**config.mk**
```make
export PLATFORM = sky130hd
export DESIGN_NAME = dphy_stimulus_output_control
export DESIGN_NICKNAME = d
export VERILOG_FILES = /design/src/hw/stim_fifo.v /design/src/hw/dphy_stimulus_output_control.v
export VERILOG_INCLUDE_DIRS = /design/src /design/src/pkg
export SDC_FILE = /design/constraint.sdc
export NUM_CORES = 2
export LEC_CHECK = 0
export ABC_CLOCK_PERIOD_IN_PS = 6200
export BUFFER_PORTS_ARGS = -buffer_cell sky130_fd_sc_hd__buf_2
export CAP_MARGIN = 20
export CORE_ASPECT_RATIO = 0.7
export CORE_MARGIN = 5
export CORE_UTILIZATION = 56
export DETAILED_ROUTE_END_ITERATION = 16
export GPL_TIMING_DRIVEN = 0
export PLACE_DENSITY = 0.74
export SYNTH_ARGS = -nofsm -noshare
export SYNTH_HDL_FRONTEND = slang
export SYNTH_HIERARCHICAL = 1
export SYNTH_SLANG_ARGS = --single-unit
```
**constraint.sdc**
```tcl
create_clock -name CORE_CLK -period 6.2 [get_ports CORE_CLK]
set_clock_uncertainty 0.2 [all_clocks]
set_input_delay 1.24 -clock CORE_CLK [delete_from_list [all_inputs] [get_ports CORE_CLK]]
set_output_delay 1.24 -clock CORE_CLK [all_outputs]
set_load 0.005 [all_outputs]
```
**src/pkg/dphy_stim_consts.vh**
```
// Constants for the stimulus output control block
`ifndef DPHY_STIM_CONSTS_VH
`define DPHY_STIM_CONSTS_VH

// ----------------------------------------------------------------
// Timing parameter indices
// ----------------------------------------------------------------
`define TP_COUNT      4'hC
`define TP_LAST       4'hB
`define TP_CLK_POST   4'h0
`define TP_CLK_PRE    4'h1
`define TP_CLK_PREP   4'h2
`define TP_CLK_TRAIL  4'h3
`define TP_CLK_ZERO   4'h4
`define TP_HS_EXIT    4'h5
`define TP_HS_PREP    4'h6
`define TP_HIGHSPEED_ZERO_PERIOD    4'h7
`define TP_HS_TRAIL   4'h8
`define TP_LPX        4'h9
`define TP_TA_GET     4'hA
`define TP_TA_GO      4'hB

// ----------------------------------------------------------------
// Timing reset values in ns
// ----------------------------------------------------------------
`define TPD_CLK_POST  10'h181
`define TPD_CLK_PRE   10'h050
`define TPD_CLK_PREP  10'h028
`define TPD_CLK_TRAIL 10'h03C
`define TPD_CLK_ZERO  10'h118
`define TPD_HS_EXIT   10'h064
`define TPD_HS_PREP   10'h04B
`define TPD_HIGHSPEED_ZERO_PERIOD   10'h0A0
`define TPD_HS_TRAIL  10'h02D
`define TPD_LPX       10'h032
`define TPD_TA_GET    10'h096
`define TPD_TA_GO     10'h096

// ----------------------------------------------------------------
// Step sizes
// ----------------------------------------------------------------
`define STEP_NS       13'h0005
`define UI_PER_NS_K   13'h03E8
`define STEP_UI_LEAD  13'h0002
`define STEP_UI_ZERO  13'h0008

// ----------------------------------------------------------------
// Target sense threshold in mV
// ----------------------------------------------------------------
`define THRESH_RESET  12'h4B0
`define THRESH_MIN    12'h320
`define THRESH_MAX    12'hCE4

// ----------------------------------------------------------------
// Reference clock measurement
// ----------------------------------------------------------------
`define CORE_PERIOD_NS   5
`define REF_RATIO        10
`define MEAS_WINDOW_NS   10000
`define MEAS_WINDOW_CYC  (`MEAS_WINDOW_NS / `CORE_PERIOD_NS)
`define MEAS_LAST_CYC    11'h7CF

`endif

```
**src/hw/stim_fifo.v**
```verilog
// Word FIFO with a registered output stage
`default_nettype none

module stim_fifo #(
   parameter WIDTH = 32,
   parameter DEPTH = 8,
   parameter AW    = 3
) (
   // Clock and reset
   input  wire             clk,
   input  wire             rst_n,
   // Fill side
   input  wire             in_valid,
   output wire             in_ready,
   input  wire [WIDTH-1:0] in_data,
   // Drain side
   output wire             out_valid,
   input  wire             out_ready,
   output wire [WIDTH-1:0] out_data
);

   localparam [AW:0] FULL_CNT = DEPTH[AW:0];

   reg  [WIDTH-1:0] mem [0:DEPTH-1];
   reg  [AW-1:0]    wr_ptr_ff;
   reg  [AW-1:0]    rd_ptr_ff;
   reg  [AW:0]      cnt_ff;
   reg              out_valid_ff;
   reg  [WIDTH-1:0] out_data_ff;
   wire             push;
   wire             load;

   assign in_ready  = (cnt_ff != FULL_CNT);
   assign push      = in_valid & in_ready;
   assign load      = (cnt_ff != {(AW+1){1'b0}}) & (~out_valid_ff | out_ready);
   assign out_valid = out_valid_ff;
   assign out_data  = out_data_ff;

   always @(posedge clk)
   begin
      if (push)
         mem[wr_ptr_ff] <= in_data;
   end

   always @(posedge clk)
   begin
      if (!rst_n)
      begin
         wr_ptr_ff    <= {AW{1'b0}};
         rd_ptr_ff    <= {AW{1'b0}};
         cnt_ff       <= {(AW+1){1'b0}};
         out_valid_ff <= 1'b0;
         out_data_ff  <= {WIDTH{1'b0}};
      end
      else
      begin
         if (push)
            wr_ptr_ff <= wr_ptr_ff + {{(AW-1){1'b0}}, 1'b1};
         if (load)
         begin
            rd_ptr_ff    <= rd_ptr_ff + {{(AW-1){1'b0}}, 1'b1};
            out_data_ff  <= mem[rd_ptr_ff];
            out_valid_ff <= 1'b1;
         end
         else if (out_ready)
            out_valid_ff <= 1'b0;
         case ({push, load})
            2'b10:   cnt_ff <= cnt_ff + {{AW{1'b0}}, 1'b1};
            2'b01:   cnt_ff <= cnt_ff - {{AW{1'b0}}, 1'b1};
            default: cnt_ff <= cnt_ff;
         endcase
      end
   end

endmodule

`default_nettype wire

```
**src/hw/dphy_stimulus_output_control.v**
```verilog
// Output gating, timing steps, rate measurement and special frames of the D-PHY stimulus source
//
// Function
// - Lane drivers stay disabled while output drive enable is off.
// - Drive only with enable on, target powered and settings applied.
// - Disabled lanes are high impedance and all six lights show off.
// - An override input bypasses the target power sense qualification.
// - Sense threshold clamps to 800..3300 mV, resets to 1200 mV.
// - Loss of target power stops lane driving.
// - Timing values reset to specification compliant defaults.
// - Most timing parameters use 5 ns steps.
// - Round up; clock lead 2 UI steps, clock and Highspeed_zero_period 8 UI.
// - Four two-word special frames inserted into stream, optional payload CRC.
`include "dphy_stim_consts.vh"
`default_nettype none

module dphy_stimulus_output_control (
   // Clock and reset
   input  wire        CORE_CLK,
   input  wire        RESET_N,
   // Output enable control
   input  wire        OUTPUT_DRIVE_ENABLE,
   input  wire        IGNORE_SENSE,
   input  wire        APPLY,
   input  wire [11:0] VSENSE_MV,
   input  wire [11:0] THRESH_MV,
   input  wire        THRESH_WR,
   output wire [5:0]  LANE_OE_N,
   output wire [5:0]  LANE_LED_OFF,
   output wire        SETTINGS_APPLIED,
   output wire [11:0] THRESH_Q,
   // Reference clock
   input  wire        REF_CLK,
   output wire [10:0] LANE_RATE_MBPS,
   // Timing parameters
   input  wire [3:0]  TIMING_SEL,
   input  wire [9:0]  TIMING_NS,
   input  wire        TIMING_WR,
   input  wire [3:0]  TIMING_RD_SEL,
   output wire [10:0] TIMING_STEPS,
   output wire        CONV_BUSY,
   // Special frames
   input  wire [2:0]  FRAME_ADDR,
   input  wire [31:0] FRAME_DATA,
   input  wire        FRAME_WR,
   input  wire        CRC_ENABLE,
   input  wire        FRAME_INSERT,
   output wire        INSERT_BUSY,
   // Stimulus word stream
   output wire [31:0] STREAM_DATA,
   output wire        STREAM_VALID,
   input  wire        STREAM_READY
);

   localparam [2:0] C_IDLE = 3'b001;
   localparam [2:0] C_LOAD = 3'b010;
   localparam [2:0] C_DIV  = 3'b100;
   localparam [2:0] F_IDLE = 3'b001;
   localparam [2:0] F_WORD = 3'b010;
   localparam [2:0] F_CRC  = 3'b100;
   localparam [10:0] WIN_LAST = `MEAS_LAST_CYC;

   // ----------------------------------------------------------------
   // Helper functions
   // ----------------------------------------------------------------
   function [9:0] tp_default;
      input [3:0] idx;
      begin
         case (idx)
            `TP_CLK_POST:  tp_default = `TPD_CLK_POST;
            `TP_CLK_PRE:   tp_default = `TPD_CLK_PRE;
            `TP_CLK_PREP:  tp_default = `TPD_CLK_PREP;
            `TP_CLK_TRAIL: tp_default = `TPD_CLK_TRAIL;
            `TP_CLK_ZERO:  tp_default = `TPD_CLK_ZERO;
            `TP_HS_EXIT:   tp_default = `TPD_HS_EXIT;
            `TP_HS_PREP:   tp_default = `TPD_HS_PREP;
            `TP_HIGHSPEED_ZERO_PERIOD:   tp_default = `TPD_HIGHSPEED_ZERO_PERIOD;
            `TP_HS_TRAIL:  tp_default = `TPD_HS_TRAIL;
            `TP_LPX:       tp_default = `TPD_LPX;
            `TP_TA_GET:    tp_default = `TPD_TA_GET;
            default:       tp_default = `TPD_TA_GO;
         endcase
      end
   endfunction

   // Reflected CCITT CRC, byte 0 first, LSB first
   function [15:0] crc16_word;
      input [15:0] c;
      input [31:0] d;
      integer      k;
      reg   [15:0] r;
      begin
         r = c;
         for (k = 0; k < 32; k = k + 1)
            r = (r[0] ^ d[k]) ? ((r >> 1) ^ 16'h8408) : (r >> 1);
         crc16_word = r;
      end
   endfunction

   // ----------------------------------------------------------------
   // Reference clock rate measurement
   // ----------------------------------------------------------------
   reg         ref_s1_ff;
   reg         ref_s2_ff;
   reg         ref_s3_ff;
   reg  [10:0] win_ff;
   reg  [10:0] edges_ff;
   reg  [10:0] rate_ff;
   reg         rate_chg_ff;
   wire        ref_rise = ref_s2_ff & ~ref_s3_ff;
   wire [10:0] nxt_edges = edges_ff + {10'h000, ref_rise};

   // Edges in a 10 us window equal the reference MHz times the ratio of 10, which is the rate in Mbps
   always @(posedge CORE_CLK)
   begin
      if (!RESET_N)
      begin
         ref_s1_ff   <= 1'b0;
         ref_s2_ff   <= 1'b0;
         ref_s3_ff   <= 1'b0;
         win_ff      <= 11'h000;
         edges_ff    <= 11'h000;
         rate_ff     <= 11'h000;
         rate_chg_ff <= 1'b0;
      end
      else
      begin
         ref_s1_ff   <= REF_CLK;
         ref_s2_ff   <= ref_s1_ff;
         ref_s3_ff   <= ref_s2_ff;
         rate_chg_ff <= 1'b0;
         if (win_ff == WIN_LAST)
         begin
            win_ff      <= 11'h000;
            edges_ff    <= 11'h000;
            rate_ff     <= nxt_edges;
            rate_chg_ff <= (nxt_edges != rate_ff);
         end
         else
         begin
            win_ff   <= win_ff + 11'h001;
            edges_ff <= nxt_edges;
         end
      end
   end

   // ----------------------------------------------------------------
   // Timing storage and step conversion
   // ----------------------------------------------------------------
   reg  [9:0]  tns_ff [0:11];
   reg  [10:0] tstep_ff [0:11];
   reg  [2:0]  cst_ff;
   reg  [3:0]  cidx_ff;
   reg  [20:0] rem_ff;
   reg  [12:0] dvs_ff;
   reg  [10:0] q_ff;
   reg         restart_ff;
   reg         applied_ff;
   reg  [10:0] rd_steps_ff;
   reg  [11:0] thresh_ff;
   reg         conv_busy_ff;
   wire        c_idle   = (cst_ff == C_IDLE);
   wire        tw_ok    = TIMING_WR & c_idle & (TIMING_SEL < `TP_COUNT);
   wire        th_ok    = THRESH_WR & c_idle;
   wire        start    = c_idle & (APPLY | (rate_chg_ff & applied_ff));
   wire        div_end  = (cst_ff == C_DIV) & (rem_ff == 21'h000000);
   // A rate change on the last step reruns instead of finishing
   wire        finish   = div_end & (cidx_ff == `TP_LAST) & ~restart_ff & ~rate_chg_ff;
   wire        c_to_idle = c_idle ? ~start : finish;
   wire        ui_lead  = (cidx_ff == `TP_CLK_PRE);
   wire        ui_zero  = (cidx_ff == `TP_CLK_ZERO) | (cidx_ff == `TP_HIGHSPEED_ZERO_PERIOD);
   wire [20:0] ns_rate  = tns_ff[cidx_ff] * rate_ff;
   integer     i;

   always @(posedge CORE_CLK)
   begin
      if (!RESET_N)
      begin
         for (i = 0; i < 12; i = i + 1)
         begin
            tns_ff[i]   <= tp_default(i[3:0]);
            tstep_ff[i] <= 11'h000;
         end
         cst_ff      <= C_IDLE;
         cidx_ff     <= 4'h0;
         rem_ff      <= 21'h000000;
         dvs_ff      <= 13'h0000;
         q_ff        <= 11'h000;
         restart_ff  <= 1'b0;
         rd_steps_ff <= 11'h000;
         conv_busy_ff <= 1'b0;
      end
      else
      begin
         rd_steps_ff <= (TIMING_RD_SEL < `TP_COUNT) ? tstep_ff[TIMING_RD_SEL] : 11'h000;
         conv_busy_ff <= ~c_to_idle;
         if (tw_ok)
            tns_ff[TIMING_SEL] <= TIMING_NS;
         if (rate_chg_ff & ~c_idle)
            restart_ff <= 1'b1;
         case (cst_ff)
            C_IDLE:
            begin
               cidx_ff <= 4'h0;
               if (start)
                  cst_ff <= C_LOAD;
            end
            C_LOAD:
            begin
               q_ff <= 11'h000;
               if (ui_lead)
               begin
                  rem_ff <= ns_rate;
                  dvs_ff <= `STEP_UI_LEAD * `UI_PER_NS_K;
               end
               else if (ui_zero)
               begin
                  rem_ff <= ns_rate;
                  dvs_ff <= `STEP_UI_ZERO * `UI_PER_NS_K;
               end
               else
               begin
                  rem_ff <= {11'h000, tns_ff[cidx_ff]};
                  dvs_ff <= `STEP_NS;
               end
               cst_ff <= C_DIV;
            end
            C_DIV:
            begin
               if (div_end)
               begin
                  // Never less than one step
                  tstep_ff[cidx_ff] <= (q_ff == 11'h000) ? 11'h001 : q_ff;
                  if (cidx_ff != `TP_LAST)
                  begin
                     cidx_ff <= cidx_ff + 4'h1;
                     cst_ff  <= C_LOAD;
                  end
                  else if (restart_ff | rate_chg_ff)
                  begin
                     restart_ff <= 1'b0;
                     cidx_ff    <= 4'h0;
                     cst_ff     <= C_LOAD;
                  end
                  else
                     cst_ff <= C_IDLE;
               end
               else
               begin
                  // Partial step still counts a full step
                  rem_ff <= (rem_ff > {8'h00, dvs_ff}) ? rem_ff - {8'h00, dvs_ff} : 21'h000000;
                  q_ff   <= q_ff + 11'h001;
               end
            end
            default: cst_ff <= C_IDLE;
         endcase
      end
   end

   // ----------------------------------------------------------------
   // Output enable qualification
   // ----------------------------------------------------------------
   reg         sense_ok_ff;
   reg  [5:0]  oe_n_ff;
   reg  [5:0]  led_off_ff;
   wire        drive = OUTPUT_DRIVE_ENABLE & applied_ff &
                       (sense_ok_ff | IGNORE_SENSE);

   always @(posedge CORE_CLK)
   begin
      if (!RESET_N)
      begin
         thresh_ff   <= `THRESH_RESET;
         applied_ff  <= 1'b0;
         sense_ok_ff <= 1'b0;
         oe_n_ff     <= 6'h3F;
         led_off_ff  <= 6'h3F;
      end
      else
      begin
         if (th_ok)
         begin
            if (THRESH_MV < `THRESH_MIN)
               thresh_ff <= `THRESH_MIN;
            else if (THRESH_MV > `THRESH_MAX)
               thresh_ff <= `THRESH_MAX;
            else
               thresh_ff <= THRESH_MV;
         end
         if (finish)
            applied_ff <= 1'b1;
         else if (start | tw_ok | th_ok)
            applied_ff <= 1'b0;
         sense_ok_ff <= (VSENSE_MV >= thresh_ff);
         oe_n_ff     <= drive ? 6'h00 : 6'h3F;
         led_off_ff  <= drive ? 6'h00 : 6'h3F;
      end
   end

   // ----------------------------------------------------------------
   // Special frames and insertion
   // ----------------------------------------------------------------
   reg  [31:0] frame_mem [0:7];
   reg  [2:0]  fst_ff;
   reg  [2:0]  fidx_ff;
   reg  [15:0] crc_ff;
   reg         crc_en_ff;
   reg         ins_busy_ff;
   integer     j;
   wire        f_idle   = (fst_ff == F_IDLE);
   wire        fifo_rdy;
   wire        fifo_vld = ~f_idle;
   wire        pushed   = fifo_vld & fifo_rdy;
   wire [31:0] cur_word = frame_mem[fidx_ff];
   wire [31:0] fifo_din = (fst_ff == F_CRC) ? {16'h0000, crc_ff} : cur_word;
   wire [15:0] crc_base = fidx_ff[0] ? crc_ff : 16'hFFFF;
   wire        f_to_idle = f_idle ? ~FRAME_INSERT : (pushed & (fidx_ff == 3'h7) & ((fst_ff == F_CRC) | ~crc_en_ff));

   always @(posedge CORE_CLK)
   begin
      if (!RESET_N)
      begin
         for (j = 0; j < 8; j = j + 1)
            frame_mem[j] <= 32'h00000000;
         fst_ff    <= F_IDLE;
         fidx_ff   <= 3'h0;
         crc_ff    <= 16'hFFFF;
         crc_en_ff <= 1'b0;
         ins_busy_ff <= 1'b0;
      end
      else
      begin
         ins_busy_ff <= ~f_to_idle;
         if (FRAME_WR & f_idle)
            frame_mem[FRAME_ADDR] <= FRAME_DATA;
         case (fst_ff)
            F_IDLE:
            begin
               fidx_ff <= 3'h0;
               if (FRAME_INSERT)
               begin
                  crc_en_ff <= CRC_ENABLE;
                  fst_ff    <= F_WORD;
               end
            end
            F_WORD:
               if (pushed)
               begin
                  crc_ff <= crc16_word(crc_base, cur_word);
                  if (!fidx_ff[0])
                     fidx_ff <= fidx_ff + 3'h1;
                  else if (crc_en_ff)
                     fst_ff <= F_CRC;
                  else if (fidx_ff == 3'h7)
                     fst_ff <= F_IDLE;
                  else
                     fidx_ff <= fidx_ff + 3'h1;
               end
            F_CRC:
               if (pushed)
               begin
                  if (fidx_ff == 3'h7)
                     fst_ff <= F_IDLE;
                  else
                  begin
                     fidx_ff <= fidx_ff + 3'h1;
                     fst_ff  <= F_WORD;
                  end
               end
            default: fst_ff <= F_IDLE;
         endcase
      end
   end

   stim_fifo #(
      .WIDTH (32),
      .DEPTH (8),
      .AW    (3)
   ) u_fifo (
      .clk       (CORE_CLK),
      .rst_n     (RESET_N),
      .in_valid  (fifo_vld),
      .in_ready  (fifo_rdy),
      .in_data   (fifo_din),
      .out_valid (STREAM_VALID),
      .out_ready (STREAM_READY),
      .out_data  (STREAM_DATA)
   );

   // ----------------------------------------------------------------
   // Output assignments
   // ----------------------------------------------------------------
   assign LANE_OE_N        = oe_n_ff;
   assign LANE_LED_OFF     = led_off_ff;
   assign SETTINGS_APPLIED = applied_ff;
   assign THRESH_Q         = thresh_ff;
   assign LANE_RATE_MBPS   = rate_ff;
   assign TIMING_STEPS     = rd_steps_ff;
   assign CONV_BUSY        = conv_busy_ff;
   assign INSERT_BUSY      = ins_busy_ff;

endmodule

`default_nettype wire

```
Word level (Yosys, flattened, before mapping)
Memories as Yosys holds them, arrays and structs flattened. A register that Yosys moved wholly into a read port is not among the register bits.
Index checks and enable logic that the tools add are counted.
{"block": "totals", "in_bits": 89, "mem_bits_ro": 0, "reg_bits": 146, "latch_bits": 0, "ramBits": 764, "n_memories": 4}
{"name": "frame_mem", "words": 8, "word_bits": 32, "rd": 1, "rd_ports_with_merged_regs": 0, "write_ports": 8, "line": "dphy_stimulus_output_control.v:303", "rtl": "reg [31:0] frame_mem [0:7];"}
{"name": "u_fifo.mem", "words": 8, "word_bits": 32, "rd": 1, "rd_ports_with_merged_regs": 1, "write_ports": 1, "line": "stim_fifo.v:24", "rtl": "reg [WIDTH-1:0] mem [0:DEPTH-1];"}
{"name": "tstep_ff", "words": 12, "word_bits": 11, "rd": 1, "rd_ports_with_merged_regs": 1, "write_ports": 12, "line": "dphy_stimulus_output_control.v:151", "rtl": "reg [10:0] tstep_ff [0:11];"}
{"name": "tns_ff", "words": 12, "word_bits": 10, "rd": 1, "rd_ports_with_merged_regs": 1, "write_ports": 12, "line": "dphy_stimulus_output_control.v:150", "rtl": "reg [9:0] tns_ff [0:11];"}
{"block": "op_classes", "div": 0, "order_cmp": 6, "n_reduce_logical": 25, "add_sub_neg": 10, "n_eq_ne": 29, "shift": 0, "mux": 118, "multipliers": 1, "bitwise_logic": 102}
{"cell": "16-bit 2-to-1 mux", "n": 33}
{"cell": "10-bit 2-to-1 mux", "n": 12}
{"cell": "2-bit inverter with 3-bit output", "n": 32}
{"cell": "21-bit 2-to-1 mux", "n": 4}
{"cell": "32-bit 2-to-1 mux", "n": 2}
{"cell": "3-bit 2-to-1 mux", "n": 15}
{"cell": "21-bit case mux with 2 select lines", "n": 1}
{"cell": "11-bit 2-to-1 mux", "n": 3}
{"cell": "32-bit OR reduction", "n": 1}
{"cell": "1-bit XOR", "n": 32}
{"cell": "4-bit 2-to-1 mux", "n": 7}
{"cell": "1-bit 2-to-1 mux", "n": 27}
{"cell": "3-bit case mux with 3 select lines", "n": 3}
{"cell": "13-bit 2-to-1 mux", "n": 2}
{"cell": "12-bit 2-to-1 mux", "n": 2}
{"cell": "11-bit by 1-bit adder with 11-bit output, second input constant", "n": 2}
{"cell": "11-bit case mux with 2 select lines", "n": 1}
{"cell": "21-bit by 13-bit > comparator with 1-bit output", "n": 1}
{"cell": "21-bit logical NOT", "n": 1}
{"cell": "10-bit by 11-bit multiplier with 21-bit output", "n": 1}
{"cell": "21-bit by 13-bit subtractor with 21-bit output", "n": 1}
{"cell": "1-bit bitwise AND", "n": 18}
{"cell": "4-bit case mux with 2 select lines", "n": 2}
{"cell": "2-bit != test, second input constant", "n": 7}
{"cell": "other kinds (39)", "n": 81}

Depth between registers and ports, before layout
{"block": "logic_depth", "word_depth": 65, "mapped_depth": 26, "ltp_nobuf": 23}

Cells and area by module
The synthesis kept the hierarchy.
{"mod": "dphy_stimulus_output_control", "instances": 1, "seq_area_each_um2": 19178.4, "cells_each": 2871, "area_per_inst_um2": 36018.3}
{"mod": "stim_fifo", "instances": 1, "seq_area_each_um2": 8548.2, "cells_each": 586, "area_per_inst_um2": 11213.3}

Least setup slack after synthesis
Ideal clock, no wire load.
{"block": "synth_path", "path_kind": "register to register", "startpoint": "register with a tool-made name", "endpoint": "register rem_ff[20]", "path_stages_with_launch": 26, "n_path_buf": 3, "setup_slack_ns": -0.588, "setup_time_ns": 0.074, "arrival_time_ns": 6.513, "synth_period_minus_slack_ns": 6.788, "path_cell_list": "dfxtp_1 > clkbuf_1 > buf_1 > mux4_2 > mux4_2 > clkbuf_1 > and2_1 > fa_1 > fa_1 > inv_1 > fa_1 > inv_1 > fa_1 > inv_1 > fa_1 > inv_1 > ha_1 > inv_1 > o21bai_1 > a21oi_1 > o21ai_0 > and3_1 > o31ai_1 > xnor2_1 > nand2_1 > a31oi_1"}
{"element": "end signal, assigned", "line": "dphy_stimulus_output_control.v:213", "rtl": "rem_ff <= ns_rate;"}
{"element": "end signal, assigned", "line": "dphy_stimulus_output_control.v:218", "rtl": "rem_ff <= ns_rate;"}
{"element": "end signal, assigned", "line": "dphy_stimulus_output_control.v:223", "rtl": "rem_ff <= {11'h000, tns_ff[cidx_ff]};"}
{"element": "end, declared", "line": "dphy_stimulus_output_control.v:154", "rtl": "reg [20:0] rem_ff;"}

==> metrics.yaml <==
outcome:
  outcome: "complete, but fails checks"
  violations: "setup timing"
power_and_ir_drop:
  power_density_mw_per_mm2: 323
  ir_drop_uv: 303
  leakage_nw: 20.3
  p_total_mw: 17.5
timing:
  rsz0062_at_grt: "true"
  max_freq_mhz: 153
  hold_viol: 0
  finalMaxSlewViolations: 0
  worstMarginPinSlew_ns: 1.14
  holdWs_ns: 0.249
  period_minus_slack_ns: 6.55
  fin_crit_sh_pct: 106
  worst_slack_ns: -0.349
  setup_viol: 11
  relSlewSlack_pct: 23.8
clock_tree:
  htree_levels: 3
  insertion_delay_ns: 0.66
  path_clk_slew_ns: 0.06
  cts_tree: "yes"
  cts_num_sinks: 983
  cts_root_buf: "clkbuf_16"
  cts_buffers: 90
  cts_buffer_depth: 3
drt:
  firstDrtPassIters: 6
  routed_wirelength_um: 122000
  drtAntennaViolNets: 0
  highest_layer: "met5"
  num_vias: 29900
  drt-initial-drc-count: 3646
  routedWlPerCell_um: 24.0
  route.met3.wl_um: 12700
  drt-met1-wl_um: 53900
  drc_errors: 0
  wl_met2_um: 52600
  avgViaCountPerCell: 5.91
floorplan:
  dieArea_mm2: 0.0903
  die_h_um: 253
  start_util_pct: 56.3
  io_pins: 171
  core_mm2: 0.0840
  rows: 89
  die_x_um: 357
worst_setup_path:
  criticalPathCategory: "register to register"
  end_kind: "register"
  cp.arrival_ns: 6.93
  reg2reg_depth: 21
  start_kind: "register"
  reg2reg_to: "rem_ff[19]"
  critPathMaxFanout: 7
  cp_data_required_time_ns: 6.58
  reg2reg_slack_ns: -0.35
synth:
  synth_edf_count: 804
  ys_warn_count: 6
  synthTopCellsByArea: "edfxtp_1, mux4_2, dfxtp_1"
  synth.top_cell.area_share_pct: 51.1
  ys.flop_type: "edfxtp_1"
  yosysSeqAreaShare_pct: 58.7
  netlist_instances: 3457
  yosysUniqueCellTypes: 79
  netlist_area_mm2: 0.0472
  async_reset_ff_share_pct: 0
  synth_area_per_cell_um2: 13.7
  ys_seq_elements: 983
  synth_area_leader_cell: "edfxtp_1"
global_route:
  grt_usage_pct: 27.0
  grt_antenna_before_repair: 11
  overflow: 0
  grt_pass1_wl_um: 185000
  grt_max_degree: 25
  grt_pass1_vias: 29700
placement:
  place_congestion: 0.877
  dp_hpwl_um: 84700
  numPortBuffers: 168
finish:
  final_common_cell: "edfxtp_1"
  area_delta_synth_final_pct: 14.9
  nets: 4102
  final_cell_mix: "edfxtp_1, and2_1, nand2_1"
  fin_util_pct: 64.6
  final_layout_size_suffix_gt1_share_pct: 20.1
hold_path:
  hold_class: "register to register"
  min_to: "ref_s3_ff"
  worstHoldStart: "ref_s2_ff"
  holdPathStages: 1
flow_run:
  drv_cap: 0
-- per-stage QoR --
step / worst slack (ns) / cells / instance area, um2 / TNS [ns]
after CTS: -0.257 / 5049 / 54000 / -1.82
after detailed placement: -0.942 / 4842 / 50400 / -9.03
final: -0.349 / 5064 / 54300 / -2.30
after global placement: -1.97 / 4801 / 49700 / -431.00
after floorplan: 0.00553 / 3496 / 47400 / 0
after global routing: -0.508 / 5060 / 54200 / -4.44
-- synth_stat cells, types with 25 or more instances --
master	n
a21oi_1	79
a31oi_1	38
and2_1	451
and3_1	105
clkbuf_1	171
dfxtp_1	179
edfxtp_1	804
fa_1	70
ha_1	95
inv_1	132
mux2i_1	61
mux4_2	201
nand2_1	220
nand2b_1	40
nand3_1	25
nor2_1	179
nor2b_1	26
nor3_1	37
o21ai_0	101
or3_1	37
xnor2_1	91
xor2_1	42
-- sequential cells by signal, summed over array words and instances (netlist names), 3 cells and up, named ones only --
name              cells
frame_mem           256
u_fifo/mem          256
tns_ff              160
tstep_ff            132
u_fifo/out_data      32
rem_ff               21
crc_ff               16
THRESH_Q             12
LANE_RATE_MBPS       11
TIMING_STEPS         11
edges_ff             11
q_ff                 11
win_ff               11
cidx_ff               4
dvs_ff                4
u_fifo/cnt_ff         4
cst_ff                3
fidx_ff               3
fst_ff                3
u_fifo/rd_ptr_ff      3
u_fifo/wr_ptr_ff      3
-- timing repair --
action | CTS | global route
endpoints found under the setup margin | 15 | 13
hold buffers | 0 | 0
buffers inserted | 40 | 17
gates resized for setup | 82 | 72
gates cloned | 3 | 0
pin swaps | 40 | 44
hold endpoints to repair | 0 | 0
-- cell type report --
type,count,area [um2]
multi-input combinational,2152,18700
clock buffer,115,2430
clock inverter,52,382
tap,1137,1420
fill,6118,29700
buffer,223,1150
inverter,132,498
antenna,4,10.0
sequential,983,27700
timing repair buffer,266,1980
-- where the power goes --
| group | internal [mW] | switching, mW |
|---|---|---|
| clock | 2.91 | 2.47 |
| combinational | 1.87 | 2.35 |
| sequential | 7.69 | 0.226 |
| total | 12.5 | 5.05 |
-- cell families (layout without fill, tap and decap cells) --
group	Yosys count	in the layout	synth area share (%)
and+or+nand+nor	1162	1162	13.2
DFF	983	983	58.7
buffers and inverters	361	788	3.23
AOI/OAI and AO/OA	345	345	4.50
muxes	278	278	11.3
adders and majority gates	167	167	5.53
xor gates and xnor gates	160	160	3.53
other	1	44	0.00794
-- worst max-delay path, cell delays in order (launching register included) --
cell and delay [ns]:
dfxtp_2 0.33, clkbuf_16 0.17, buf_12 0.13, mux4_2 0.53
mux4_2 0.59, buf_8 0.17, and2_4 0.15, fa_1 0.50
fa_1 0.59, fa_1 0.44, fa_1 0.54, inv_2 0.04
fa_2 0.53, inv_2 0.04, ha_4 0.30, nand3_4 0.07
o211ai_1 0.29, a41o_1 0.29, nand2_2 0.08, nor3b_2 0.19
o31ai_2 0.08, a31oi_1 0.18
-- how the worst max path moves through the flow --
stage	start	to	slack (ns)
final	register	rem_ff[19]	-0.35
after global routing	register	rem_ff[19]	-0.51
after CTS	register	rem_ff[16]	-0.26
after detailed placement	register	rem_ff[19]	-0.94
after global placement	RESET_N	frame_mem[7][20]	-1.97
after floorplan	register	rem_ff[20]	0.006
-- metal layers --
metal  vias up  GRT usage (%)
li1      13300              -
met1     14900           42.5
met2      1513           39.3
met3       172           5.64
met4         6           5.83
met5         -              0
Power figures use the tool's default switching activity.
